$ cat src/hw/pad_mux_pkg.sv
// Purpose: Constants for the clock and address pad multiplexer.
// Assumes: APB slave with 32-bit data, one aligned word per register.
// Notes:   Offsets, field positions and control register reset values are declared here; pad and strap flop resets sit in the module.
package pad_mux_pkg;

  // ----------------------------------------------------------------
  // Register byte offsets
  // ----------------------------------------------------------------
  localparam logic [7:0] OFS_CLKOUT_SEL = 8'h00;  // clock_out_select_reg
  localparam logic [7:0] OFS_BUS_CTRL   = 8'h04;  // bus_control_reg
  localparam logic [7:0] OFS_PORT_PER   = 8'h08;  // port_a_peripheral_enable
  localparam logic [7:0] OFS_PORT_DDR   = 8'h0c;  // direction, 1 = output
  localparam logic [7:0] OFS_PORT_DOUT  = 8'h10;  // port output data
  localparam logic [7:0] OFS_PORT_PUR   = 8'h14;  // port_a_pullup_reg
  localparam logic [7:0] OFS_PORT_DIN   = 8'h18;  // pad levels, read only
  localparam logic [7:0] OFS_STATUS     = 8'h1c;  // strap and bus state

  // ----------------------------------------------------------------
  // Field positions and widths
  // ----------------------------------------------------------------
  localparam int PAD_LSB        = 8;    // Pads sit at port bits 8..13
  localparam int PAD_N          = 6;
  localparam int BUS_DRIVE_BIT  = 0;    // bus_drive_hold in bus_control_reg
  localparam int PLL_REF_BIT    = 1;    // 1 = input clock feeds PLL
  localparam int CLKOUT_SEL_W   = 3;

  // ----------------------------------------------------------------
  // Reset values
  // ----------------------------------------------------------------
  localparam logic [5:0] PER_RST   = 6'h3f;  // All pads on address function
  localparam logic [5:0] DDR_RST   = 6'h00;  // Port function starts as input
  localparam logic [5:0] DOUT_RST  = 6'h00;
  localparam logic [5:0] PUR_RST   = 6'h00;  // Pull-ups active
  localparam logic       HOLD_RST  = 1'b0;
  localparam logic       PLLREF_RST = 1'b0;

  // Clock output source selection
  typedef enum logic [2:0] {
    CO_OFF    = 3'b000,
    CO_MASTER = 3'b001,
    CO_PBUS   = 3'b010,
    CO_OSC    = 3'b011,
    CO_PRE    = 3'b100,
    CO_POST   = 3'b101
  } clkout_sel_t;

endpackage

$ cat src/hw/clock_and_address_pad_mux.sv
// Purpose: Clock strap, clock-output source select and address/port pad muxing.
// Assumes: All inputs synchronous to SYS_CLK; clock sources arrive as sampled levels.
// Notes:   Pad outputs have low-active enables; pull-up enables are high-active.
//
// The implementer's own choices: the APB register port and the address map.
`timescale 1ns/1ps

// Notes on behaviour
// - Strap 1 selects driven clock on drive pin; 0 selects crystal.
// - Input clock feeds core directly or PLL reference, by setting.
// - Clock out pin source: off, master, bus, osc, prescaler, postscaler.
// - Six pads carry address lines zero to five by default.
// - Address and memory controls tri-state while bus idle, unless drive bit.
// - Each pad in port function is individually input or output.
// - Pull-ups on by default; writing one to matching bit turns off.
// - Pads stay on address function until software selects port function.
// - Every pad starts in primary function; alternates need programming.
// - Switching a pad to port with nothing else changed makes an input.
module clock_and_address_pad_mux (
  // Clock, reset, enable
  input  wire logic                     SYS_CLK,
  input  wire logic                     RST,
  input  wire logic                     CE,
  // APB slave
  input  wire logic                     PSEL,
  input  wire logic                     PENABLE,
  input  wire logic                     PWRITE,
  input  wire logic [7:0]               PADDR,
  input  wire logic [31:0]              PWDATA,
  output logic      [31:0]              PRDATA,
  output logic                          PREADY,
  output logic                          PSLVERR,
  // Oscillator strap and clock sources
  input  wire logic                     CLOCK_INPUT_SELECT,
  input  wire logic                     OSC_DRIVE_IN,
  input  wire logic                     OSC_CRYSTAL_OUT,
  input  wire logic                     PLL_OUT_CLK,
  input  wire logic                     PERIPHERAL_BUS_CLK,
  input  wire logic                     PRESCALER_CLK,
  input  wire logic                     POSTSCALER_CLK,
  output logic                          CHIP_INPUT_CLK,
  output logic                          MASTER_SYSTEM_CLK,
  output logic                          PLL_REF_CLK,
  output logic                          CLOCK_OUT_PIN_O,
  output logic                          CLOCK_OUT_PIN_OE_N,
  // External memory interface side
  input  wire logic [5:0]               EXT_MEM_ADDR,
  input  wire logic                     EXT_BUS_ACTIVE,
  output logic                          EXT_MEM_CTRL_OE_N,
  // Shared pads
  input  wire logic [5:0]               PAD_I,
  output logic      [5:0]               PAD_O,
  output logic      [5:0]               PAD_OE_N,
  output logic      [5:0]               PAD_PULLUP_EN
);
  import pad_mux_pkg::*;

  // ----------------------------------------------------------------
  // Register state
  // ----------------------------------------------------------------
  clkout_sel_t      clkout_sel_r;
  logic             drive_hold_r;
  logic             pll_ref_r;
  logic [5:0]       per_r;
  logic [5:0]       ddr_r;
  logic [5:0]       dout_r;
  logic [5:0]       pur_r;
  logic             strap_r;
  logic             strap_taken_r;
  logic             in_clk;
  logic             clkout_nxt;
  logic             wr_en;
  logic             rd_en;
  logic [31:0]      rdata_nxt;
  logic             err_nxt;

  // Place a 6-bit pad field at its port bit positions
  function automatic logic [31:0] port_word(input logic [5:0] f);
    port_word = {18'h00000, f, 8'h00};
  endfunction

  // Pull the 6-bit pad field from a port word
  function automatic logic [5:0] port_field(input logic [31:0] w);
    port_field = w[PAD_LSB +: PAD_N];
  endfunction

  // Single wait-free access: write lands in the access cycle, read data is captured in setup
  assign wr_en = CE && PSEL && PENABLE && PWRITE;
  assign rd_en = CE && PSEL && !PENABLE && !PWRITE;

  // ----------------------------------------------------------------
  // Strap capture
  // ----------------------------------------------------------------
  // Strap is caught on the first enabled edge after reset release;
  // later changes are ignored because the pin is meant to be static.
  always_ff @(posedge SYS_CLK) begin
    if (RST) begin
      strap_r       <= 1'b0;
      strap_taken_r <= 1'b0;
    end else if (CE && !strap_taken_r) begin
      strap_r       <= CLOCK_INPUT_SELECT;
      strap_taken_r <= 1'b1;
    end
  end

  // Input clock source per strap, then core or PLL path
  always_comb begin
    in_clk = strap_r ? OSC_DRIVE_IN : OSC_CRYSTAL_OUT;
  end

  // ----------------------------------------------------------------
  // APB register writes
  // ----------------------------------------------------------------
  always_ff @(posedge SYS_CLK) begin
    if (RST) begin
      clkout_sel_r <= CO_OFF;
      drive_hold_r <= HOLD_RST;
      pll_ref_r    <= PLLREF_RST;
    end else if (wr_en) begin
      case (PADDR)
        OFS_CLKOUT_SEL: begin
          clkout_sel_r <= clkout_sel_t'(PWDATA[CLKOUT_SEL_W-1:0]);
        end
        OFS_BUS_CTRL: begin
          drive_hold_r <= PWDATA[BUS_DRIVE_BIT];
          pll_ref_r    <= PWDATA[PLL_REF_BIT];
        end
        default: begin
        end
      endcase
    end
  end

  // Port registers; ddr untouched by a per write, so a newly freed pad is input
  always_ff @(posedge SYS_CLK) begin
    if (RST) begin
      per_r  <= PER_RST;
      ddr_r  <= DDR_RST;
      dout_r <= DOUT_RST;
      pur_r  <= PUR_RST;
    end else if (wr_en) begin
      case (PADDR)
        OFS_PORT_PER:  per_r  <= port_field(PWDATA);
        OFS_PORT_DDR:  ddr_r  <= port_field(PWDATA);
        OFS_PORT_DOUT: dout_r <= port_field(PWDATA);
        OFS_PORT_PUR:  pur_r  <= port_field(PWDATA);
        default: begin
        end
      endcase
    end
  end

  // ----------------------------------------------------------------
  // APB read path
  // ----------------------------------------------------------------
  always_comb begin
    rdata_nxt = 32'h00000000;
    err_nxt   = 1'b0;
    case (PADDR)
      OFS_CLKOUT_SEL: rdata_nxt = {29'h00000000, clkout_sel_r};
      OFS_BUS_CTRL:   rdata_nxt = {30'h00000000, pll_ref_r, drive_hold_r};
      OFS_PORT_PER:   rdata_nxt = port_word(per_r);
      OFS_PORT_DDR:   rdata_nxt = port_word(ddr_r);
      OFS_PORT_DOUT:  rdata_nxt = port_word(dout_r);
      OFS_PORT_PUR:   rdata_nxt = port_word(pur_r);
      OFS_PORT_DIN:   rdata_nxt = port_word(PAD_I);
      OFS_STATUS:     rdata_nxt = {30'h00000000, EXT_BUS_ACTIVE, strap_r};
      default:        err_nxt   = 1'b1;
    endcase
  end

  // Data registered in setup so PRDATA is a flop in the access phase
  always_ff @(posedge SYS_CLK) begin
    if (RST) begin
      PRDATA  <= 32'h00000000;
      PREADY  <= 1'b0;
      PSLVERR <= 1'b0;
    end else if (CE) begin
      if (rd_en) begin
        PRDATA <= rdata_nxt;
      end
      PREADY  <= PSEL && !PENABLE;
      PSLVERR <= PSEL && !PENABLE && err_nxt;
    end
  end

  // ----------------------------------------------------------------
  // Clock distribution and clock output
  // ----------------------------------------------------------------
  always_comb begin
    case (clkout_sel_r)
      CO_OFF:    clkout_nxt = 1'b0;
      CO_MASTER: clkout_nxt = pll_ref_r ? PLL_OUT_CLK : in_clk;
      CO_PBUS:   clkout_nxt = PERIPHERAL_BUS_CLK;
      CO_OSC:    clkout_nxt = in_clk;
      CO_PRE:    clkout_nxt = PRESCALER_CLK;
      CO_POST:   clkout_nxt = POSTSCALER_CLK;
      default:   clkout_nxt = 1'b0;
    endcase
  end

  // Sampled clock levels; outputs come from flops, so edges lag one cycle
  always_ff @(posedge SYS_CLK) begin
    if (RST) begin
      CHIP_INPUT_CLK     <= 1'b0;
      MASTER_SYSTEM_CLK  <= 1'b0;
      PLL_REF_CLK        <= 1'b0;
      CLOCK_OUT_PIN_O    <= 1'b0;
      CLOCK_OUT_PIN_OE_N <= 1'b1;
    end else if (CE) begin
      CHIP_INPUT_CLK     <= in_clk;
      MASTER_SYSTEM_CLK  <= pll_ref_r ? PLL_OUT_CLK : in_clk;
      PLL_REF_CLK        <= pll_ref_r ? in_clk : 1'b0;
      CLOCK_OUT_PIN_O    <= clkout_nxt;
      // Codes 6 and 7 name no source, so the pin stays released for them
      CLOCK_OUT_PIN_OE_N <= (clkout_sel_r == CO_OFF) || (clkout_sel_r > CO_POST);
    end
  end

  // ----------------------------------------------------------------
  // Pad drivers
  // ----------------------------------------------------------------
  // Address pads drive while bus active or drive-hold set; port pads per ddr
  always_ff @(posedge SYS_CLK) begin
    if (RST) begin
      PAD_O         <= 6'h00;
      PAD_OE_N      <= 6'h3f;
      PAD_PULLUP_EN <= 6'h3f;
      EXT_MEM_CTRL_OE_N <= 1'b1;
    end else if (CE) begin
      for (int i = 0; i < PAD_N; i++) begin
        if (per_r[i]) begin
          PAD_O[i]    <= EXT_MEM_ADDR[i];
          PAD_OE_N[i] <= !(EXT_BUS_ACTIVE || drive_hold_r);
        end else begin
          PAD_O[i]    <= dout_r[i];
          PAD_OE_N[i] <= !ddr_r[i];
        end
      end
      PAD_PULLUP_EN <= ~pur_r;
      EXT_MEM_CTRL_OE_N <= !(EXT_BUS_ACTIVE || drive_hold_r);
    end
  end

  // ----------------------------------------------------------------
  // Checks
  // ----------------------------------------------------------------
  a_reset_pads_off: assert property (@(posedge SYS_CLK)
    RST |=> (PAD_OE_N == 6'h3f && CLOCK_OUT_PIN_OE_N && PAD_PULLUP_EN == 6'h3f))
    else $error("pads not quiet after reset");

  a_strap_crystal: assert property (@(posedge SYS_CLK) disable iff (RST)
    (CE && strap_taken_r && !strap_r) |=> (CHIP_INPUT_CLK == $past(OSC_CRYSTAL_OUT)))
    else $error("crystal path not used");

  a_strap_driven: assert property (@(posedge SYS_CLK) disable iff (RST)
    (CE && strap_taken_r && strap_r) |=> (CHIP_INPUT_CLK == $past(OSC_DRIVE_IN)))
    else $error("driven clock path not used");

  a_pll_ref_path: assert property (@(posedge SYS_CLK) disable iff (RST)
    (CE && !pll_ref_r) |=> (PLL_REF_CLK == 1'b0))
    else $error("pll reference active when core fed directly");

  a_clkout_disabled: assert property (@(posedge SYS_CLK) disable iff (RST)
    (CE && clkout_sel_r == CO_OFF) |=> CLOCK_OUT_PIN_OE_N)
    else $error("clock out driven while disabled");

  a_addr_default: assert property (@(posedge SYS_CLK)
    RST |=> per_r == 6'h3f)
    else $error("pads not on address after reset");

  a_idle_tristate: assert property (@(posedge SYS_CLK) disable iff (RST)
    (CE && per_r[0] && !EXT_BUS_ACTIVE && !drive_hold_r) |=> PAD_OE_N[0])
    else $error("address pad driven on idle bus");

  a_ctrl_idle_off: assert property (@(posedge SYS_CLK) disable iff (RST)
    (CE && !EXT_BUS_ACTIVE && !drive_hold_r) |=> EXT_MEM_CTRL_OE_N)
    else $error("memory control driven on idle bus");

  a_drive_hold_on: assert property (@(posedge SYS_CLK) disable iff (RST)
    (CE && per_r[5] && drive_hold_r) |=> !PAD_OE_N[5])
    else $error("address pad released while drive hold set");

  a_addr_drive: assert property (@(posedge SYS_CLK) disable iff (RST)
    (CE && per_r[3] && EXT_BUS_ACTIVE) |=> (!PAD_OE_N[3] && PAD_O[3] == $past(EXT_MEM_ADDR[3])))
    else $error("address line not on its pad");

  a_clkout_reserved: assert property (@(posedge SYS_CLK) disable iff (RST)
    (CE && clkout_sel_r > CO_POST) |=> CLOCK_OUT_PIN_OE_N)
    else $error("clock out driven for unused select code");

  a_per_keeps_ddr: assert property (@(posedge SYS_CLK) disable iff (RST)
    (wr_en && PADDR == OFS_PORT_PER) |=> (ddr_r == $past(ddr_r)))
    else $error("direction changed by function select write");

  a_port_input: assert property (@(posedge SYS_CLK) disable iff (RST)
    (CE && !per_r[1] && !ddr_r[1]) |=> PAD_OE_N[1])
    else $error("port pad driven while input");

  a_pullup_off: assert property (@(posedge SYS_CLK) disable iff (RST)
    (wr_en && PADDR == OFS_PORT_PUR && PWDATA[PAD_LSB]) ##1 CE |=> !PAD_PULLUP_EN[0])
    else $error("pull-up not turned off");

  c_port_output: cover property (@(posedge SYS_CLK) !per_r[2] && ddr_r[2] && !PAD_OE_N[2]);
  c_clkout_post: cover property (@(posedge SYS_CLK) clkout_sel_r == CO_POST);
  c_pll_ref:     cover property (@(posedge SYS_CLK) pll_ref_r && strap_r);
  // Crystal path only shows up after a reset with the strap low
  c_crystal:     cover property (@(posedge SYS_CLK) strap_taken_r && !strap_r);
endmodule

$ cat config.mk
export PLATFORM = sky130hd
export DESIGN_NAME = clock_and_address_pad_mux
export DESIGN_NICKNAME = d
export VERILOG_FILES = /design/src/hw/pad_mux_pkg.sv /design/src/hw/clock_and_address_pad_mux.sv
export SDC_FILE = /design/constraint.sdc
export NUM_CORES = 1
export LEC_CHECK = 0
export ABC_CLOCK_PERIOD_IN_PS = 3150
export BUFFER_PORTS_ARGS = -buffer_cell sky130_fd_sc_hd__buf_2
export CAP_MARGIN = 15
export CORE_MARGIN = 2
export CORE_UTILIZATION = 35
export CTS_BUF_LIST = sky130_fd_sc_hd__clkbuf_8
export DETAILED_ROUTE_END_ITERATION = 10
export PLACE_DENSITY = 0.58
export SLEW_MARGIN = 20
export SYNTH_ARGS = -nofsm -noshare
export SYNTH_HDL_FRONTEND = slang
export SYNTH_SLANG_ARGS = --single-unit
$ cat constraint.sdc
create_clock -name SYS_CLK -period 3.15 [get_ports SYS_CLK]
set_input_delay 0.315 -clock SYS_CLK [delete_from_list [all_inputs] [get_ports SYS_CLK]]
set_output_delay 0.315 -clock SYS_CLK [all_outputs]
set_load 0.02 [all_outputs]
After elaboration in Yosys (flattened, before gate mapping)
Index checks and enable logic that the tools add are counted.
{"block": "op_classes", "magnitude_cmp": 1, "n_eq_ne": 12, "muxes": 18, "bitwise_logic": 1, "n_reduce_logical": 30}
{"op": "$pmux W14 S8", "count": 1}
{"op": "$eq A8 B5 Y1 const B", "count": 4}
{"op": "$eq A8 B4 Y1 const B", "count": 2}
{"op": "$mux W1", "count": 16}
{"op": "$reduce_and A2 Y1", "count": 7}
{"op": "$logic_not A1 Y1", "count": 10}
{"op": "$eq A8 B3 Y1 const B", "count": 1}
{"op": "$logic_and A1 B1 Y1", "count": 8}
{"op": "$logic_not A8 Y1", "count": 1}
{"op": "$reduce_or A8 Y1", "count": 1}
{"op": "$eq A3 B2 Y1 const B", "count": 2}
{"op": "$eq A3 B3 Y1 const B", "count": 2}
{"op": "$not A6 Y6", "count": 1}
{"op": "$pmux W1 S5", "count": 1}
{"op": "$eq A3 B1 Y1 const B", "count": 1}
{"op": "$gt A3 B3 Y1 const B", "count": 1}
{"op": "$logic_not A3 Y1", "count": 1}
{"op": "$logic_or A1 B1 Y1", "count": 2}
{"block": "totals", "regBits": 89, "inputBits": 66, "out_inout_bits": 58, "word_cells": 83}

Depth between registers and ports, before layout
{"block": "depth", "word_depth": 4, "mapped_depth": 7, "depth_no_buf": 5}

Least setup slack after synthesis
OpenSTA, ideal clock, no wires.
{"block": "synth_timing", "path_type": "in2reg", "start": "input port PADDR[3]", "end": "register dout_r[0]", "setup_ps": 128, "arrival_time_ps": 1328, "required_ps": 3022, "setup_slack_ps": 1695, "path_stages": 6, "n_path_buf": 2, "cell_sequence": "buf_2 nor2b_1 and4_1 buf_4 mux2i_1 nor2_1"}
{"block": "synth_via", "elab_chain_len": 2}
{"item": "start: declaration", "line": "clock_and_address_pad_mux.sv:28", "source": "input wire logic [7:0] PADDR,"}
{"item": "$eq A8 B5 Y1", "line": "clock_and_address_pad_mux.sv:142", "source": "case (PADDR)"}
{"item": "$reduce_and A2 Y1 (no line)"}
{"item": "end signal: assignment", "line": "clock_and_address_pad_mux.sv:145", "source": "OFS_PORT_DOUT: dout_r <= port_field(PWDATA);"}
{"item": "end: declaration", "line": "clock_and_address_pad_mux.sv:66", "source": "logic [5:0] dout_r;"}
Every way passes these cells.
A chain may end at the register's enable or synchronous reset.

Worst setup path in the final report
{"block": "layout_timing", "start": "input port PADDR[4]", "end": "register dout_r[1]"}
The elaborated chain is that of the path after synthesis.

==> run_results.csv <==
group,metric,value,unit
synthesis,syn_inst,350,
clocking,ctsHtreeMaxLevel,3,
timing,hold_violations,0,
route,vias,2703,
grt,antenna_found_initial,0,
worst_setup_path,ff2ff_path_depth,4,
clocking,clk_pin_slew,70,ps
worst_setup_path,ff2ff_setup_slack,1730,ps
worst_setup_path,path_buf_inv,1,
synthesis,synth_area,3160,sq um
route,viasPerCell,5.09,
worst_setup_path,crit_required,3370,ps
worst_setup_path,cp_cell_sequence,"buf_2 -> nor2b_1 -> and4_1 -> mux2i_1 -> nor2_1",
pwr,seqPwrFrac,0.464,
floorplan,placementRows,34,
pwr,intPower,0.00138,W
grt,grt_usage,0.165,
min_path,min_path_type,"input pin to register",
timing,finalCriticalPeriod,1640,ps
synthesis,netlist_top_cells_area,"dfxtp_1 (42%), mux2i_1 (11%), nor2_1 (6.9%)",
worst_setup_path,crit_family,"simple AND/OR/NAND/NOR gates",
timing,fin_hold_ws,210,ps
clocking,clockBufferDepth,2,
worst_setup_path,cp_max_fo,15,
pwr,switching_power,0.000468,W
floorplan,die_y,99.0,microns
pwr,pwr_density_cell,494,nW/um^2
clocking,cts_sinks,66,
synthesis,yosysTopAreaCell,"dfxtp_1",
flow_run,maxCapViolCount,0,
pwr,switching_share,0.253,
worst_setup_path,cp.depth,5,
pwr,power_frac_comb,0.101,
timing,setup_violations,0,
timing,slew_headroom,0.531,
timing,tightest_slew,702,ps
route,drt_iter0_markers,74,
clocking,cts_tree,"yes",
synthesis,ys_warn_count,0,
timing,rsz0062_at_grt,"false",
cells_and_area,antennaDiodeCount,0,
route,ant_nets,0,
cells_and_area,multi_input_area,1640,sq um
timing,drv_slew,0,
floorplan,die_w,99.0,microns
worst_setup_path,worstSetupPathType,"input pin to register",
pwr,p_clk_frac,0.435,
floorplan,ios,124,
synthesis,yosysSeqAreaShare,0.418,
worst_setup_path,crit_path_end,"dout_r[1]$_SDFFE_PP0P_",
synthesis,synthArstFlopShare,0,
pwr,irDropWorstVdd,0.000236,V
clocking,post_cts_buffers,0,
synthesis,synth_edf_count,0,
route,firstDrtPassIters,5,
worst_setup_path,cp_slowest_cell,"and4_1",
run_status,status,"completed",
timing,setup_tns,0,ps
synthesis,synth_cell_type_count,43,
placement,placement.io_buffers,77,
clocking,cts.repair.resized,0,
worst_setup_path,setup.worst_path.start,"PADDR[4]",
grt,first_global_vias,2579,
cells_and_area,fillers,896,
worst_setup_path,critPathMaxStageDelay,540,ps
worst_setup_path,reg2reg_from,"strap_r$_SDFFE_PP0P_",
cells_and_area,fin_nets,485,
synthesis,ys_seq_elements,66,
timing,max_freq,609,MHz
synthesis,syn_avg_cell_area,9.03,sq um
placement,dp_hpwl,5850,microns
route,drt-total-wl,8020,microns
floorplan,core-area,8720,sq um
cells_and_area,drive_above_1_share,0.246,
grt,grt_max_degree,50,
synthesis,ys.flop_type,"dfxtp_1",
clocking,cts_root_buf,"clkbuf_8",
worst_setup_path,end_kind,"register",
route,drc_errors,0,
floorplan,start_util,0.362,
worst_setup_path,worstPathArrival,1860,ps
synthesis,synth_top_area_frac,0.418,
timing,fin_crit_sh,0.521,
route,wire_per_inst,15.1,microns
clocking,ctsHoldBuffers,0,
worst_setup_path,critPathLaunchType,"input pin",
clocking,numCtsBuffers,9,
cells_and_area,syn_to_final_growth,18.3,%
pwr,p_leak,1.71,nW
placement,routabilityCongestion,0.774,
cells_and_area,seqCellArea,1320,sq um
grt,grt_pass1_wl,12700,microns
floorplan,die-area,9800,sq um
clocking,clk_latency,340,ps
timing,skew,9.63,ps
worst_setup_path,timing.rr.end,"CLOCK_OUT_PIN_O$_SDFFE_PP0P_",
grt,grt_overflow_total,0,
-- kinds of logic after synthesis --
group,synth area share
adder cells (fa/ha/maj),0.00396
AO/OA/AOI/OAI,0.146
multiplexers,0.132
AND/OR/NAND/NOR,0.210
buffers and inverters,0.0887
flip-flops,0.418
other,0.00119
-- worst min path at each step --
stage                                     from  depth (start not counted)  slack (ps)                      endpoint
floorplan           strap_taken_r$_SDFFE_PP0P_                          2         440    strap_taken_r$_SDFFE_PP0P_
global placement        PRDATA[0]$_SDFFE_PP0P_                          2         450        PRDATA[0]$_SDFFE_PP0P_
detailed placement         PREADY$_SDFFE_PP0P_                          2         460           PREADY$_SDFFE_PP0P_
CTS                                  PWDATA[2]                          3         200  clkout_sel_r[2]$_SDFFE_PP0P_
global route                         PWDATA[0]                          3         220     drive_hold_r$_SDFFE_PP0P_
finish                               PWDATA[2]                          3         210  clkout_sel_r[2]$_SDFFE_PP0P_
-- layout by cell type (no fill, tap or decap), types with 4 or more instances in the layout --
cell type | netlist | routed
conb_1 | 1 | 23
dfxtp_1 | 66 | 66
nor2b_1 | 7 | 7
o21ai_0 | 7 | 7
a221o_1 | 4 | 4
nand2b_1 | 7 | 7
nand3b_1 | 4 | 4
a22o_1 | 5 | 5
a22oi_1 | 4 | 4
a211oi_1 | 12 | 12
buf_2 | 5 | 77
nand4_1 | 4 | 4
mux2_1 | 5 | 5
clkbuf_8 | 0 | 10
a21oi_1 | 17 | 17
nand2_1 | 17 | 17
nor3_1 | 12 | 12
mux2i_1 | 36 | 36
nor2_1 | 58 | 58
o21bai_1 | 7 | 7
-- power by group through the flow --
stage / registers, W / logic [W] / clock network [W]
CTS: 0.000857 / 0.000188 / 0.000822
finish: 0.000857 / 0.000187 / 0.000802
global route: 0.000859 / 0.000205 / 0.000866
floorplan: 0.000892 / 0.000125 / 0
detailed placement: 0.000876 / 0.000187 / 0
global placement: 0.000876 / 0.000186 / 0
-- area by class of cell --
class / instances / area share
clock buffers: 10 / 0.0368
clock inverters: 6 / 0.0241
inverters: 1 / 0.00100
multi-input cells: 260 / 0.439
flip-flops and latches: 66 / 0.354
well taps: 108 / 0.0362
repair buffers: 80 / 0.109
-- through the flow --
step / utilization / worst slack, ps / cells / area [sq um] / power [W]
floorplan: - / 1690 / 372 / 3240 / 0.00102
finish: 0.428 / 1510 / 531 / 3740 / 0.00185
global route: 0.428 / 1390 / 531 / 3740 / 0.00193
CTS: 0.428 / 1510 / 531 / 3740 / 0.00187
detailed placement: 0.402 / 1160 / 515 / 3510 / 0.00106
global placement: 0.402 / 1170 / 515 / 3510 / 0.00106
-- worst register-to-register path, cell delays in order, from the launching register on --
cell      delay (ps)
dfxtp_1          430
mux2_1           190
o211ai_1         100
or4b_1           490
a21oi_1          150
-- layer usage --
metal / GRT usage / vias up / share of wire
met5: 0 / - / 0
met1: 0.199 / 1269 / 0.43
met2: 0.278 / 85 / 0.49
li1: - / 1337 / -
met4: 0.0464 / 0 / 0.016
met3: 0.0617 / 12 / 0.066
-- cell usage after synthesis, types with 2 or more instances --
master,number
nor3_1,12
nand2b_1,7
mux2_1,5
nand3b_1,4
a21oi_1,17
a211oi_1,12
nor4_2,2
a22oi_1,4
nor2b_1,7
nand4_1,4
a221o_1,4
o211ai_1,3
nand2_1,17
or3_1,2
clkbuf_1,12
nor2_1,58
a22o_1,5
nand4_2,2
and4_1,3
buf_4,27
dfxtp_1,66
o21ai_0,7
a32o_1,2
mux2i_1,36
nand3_1,2
buf_2,5
nor4b_1,2
o21bai_1,7
or2_2,2
-- state kept, by name, indices dropped and copies added, names as in the netlist, 3 cells and up --
name and cells:
per_r 6, clkout_sel_r 3, pur_r 6, PAD_O 6, PAD_PULLUP_EN 6, PAD_OE_N 6, ddr_r 6, dout_r 6
PRDATA 9
Note: power is estimated with default switching activity, not from simulation.
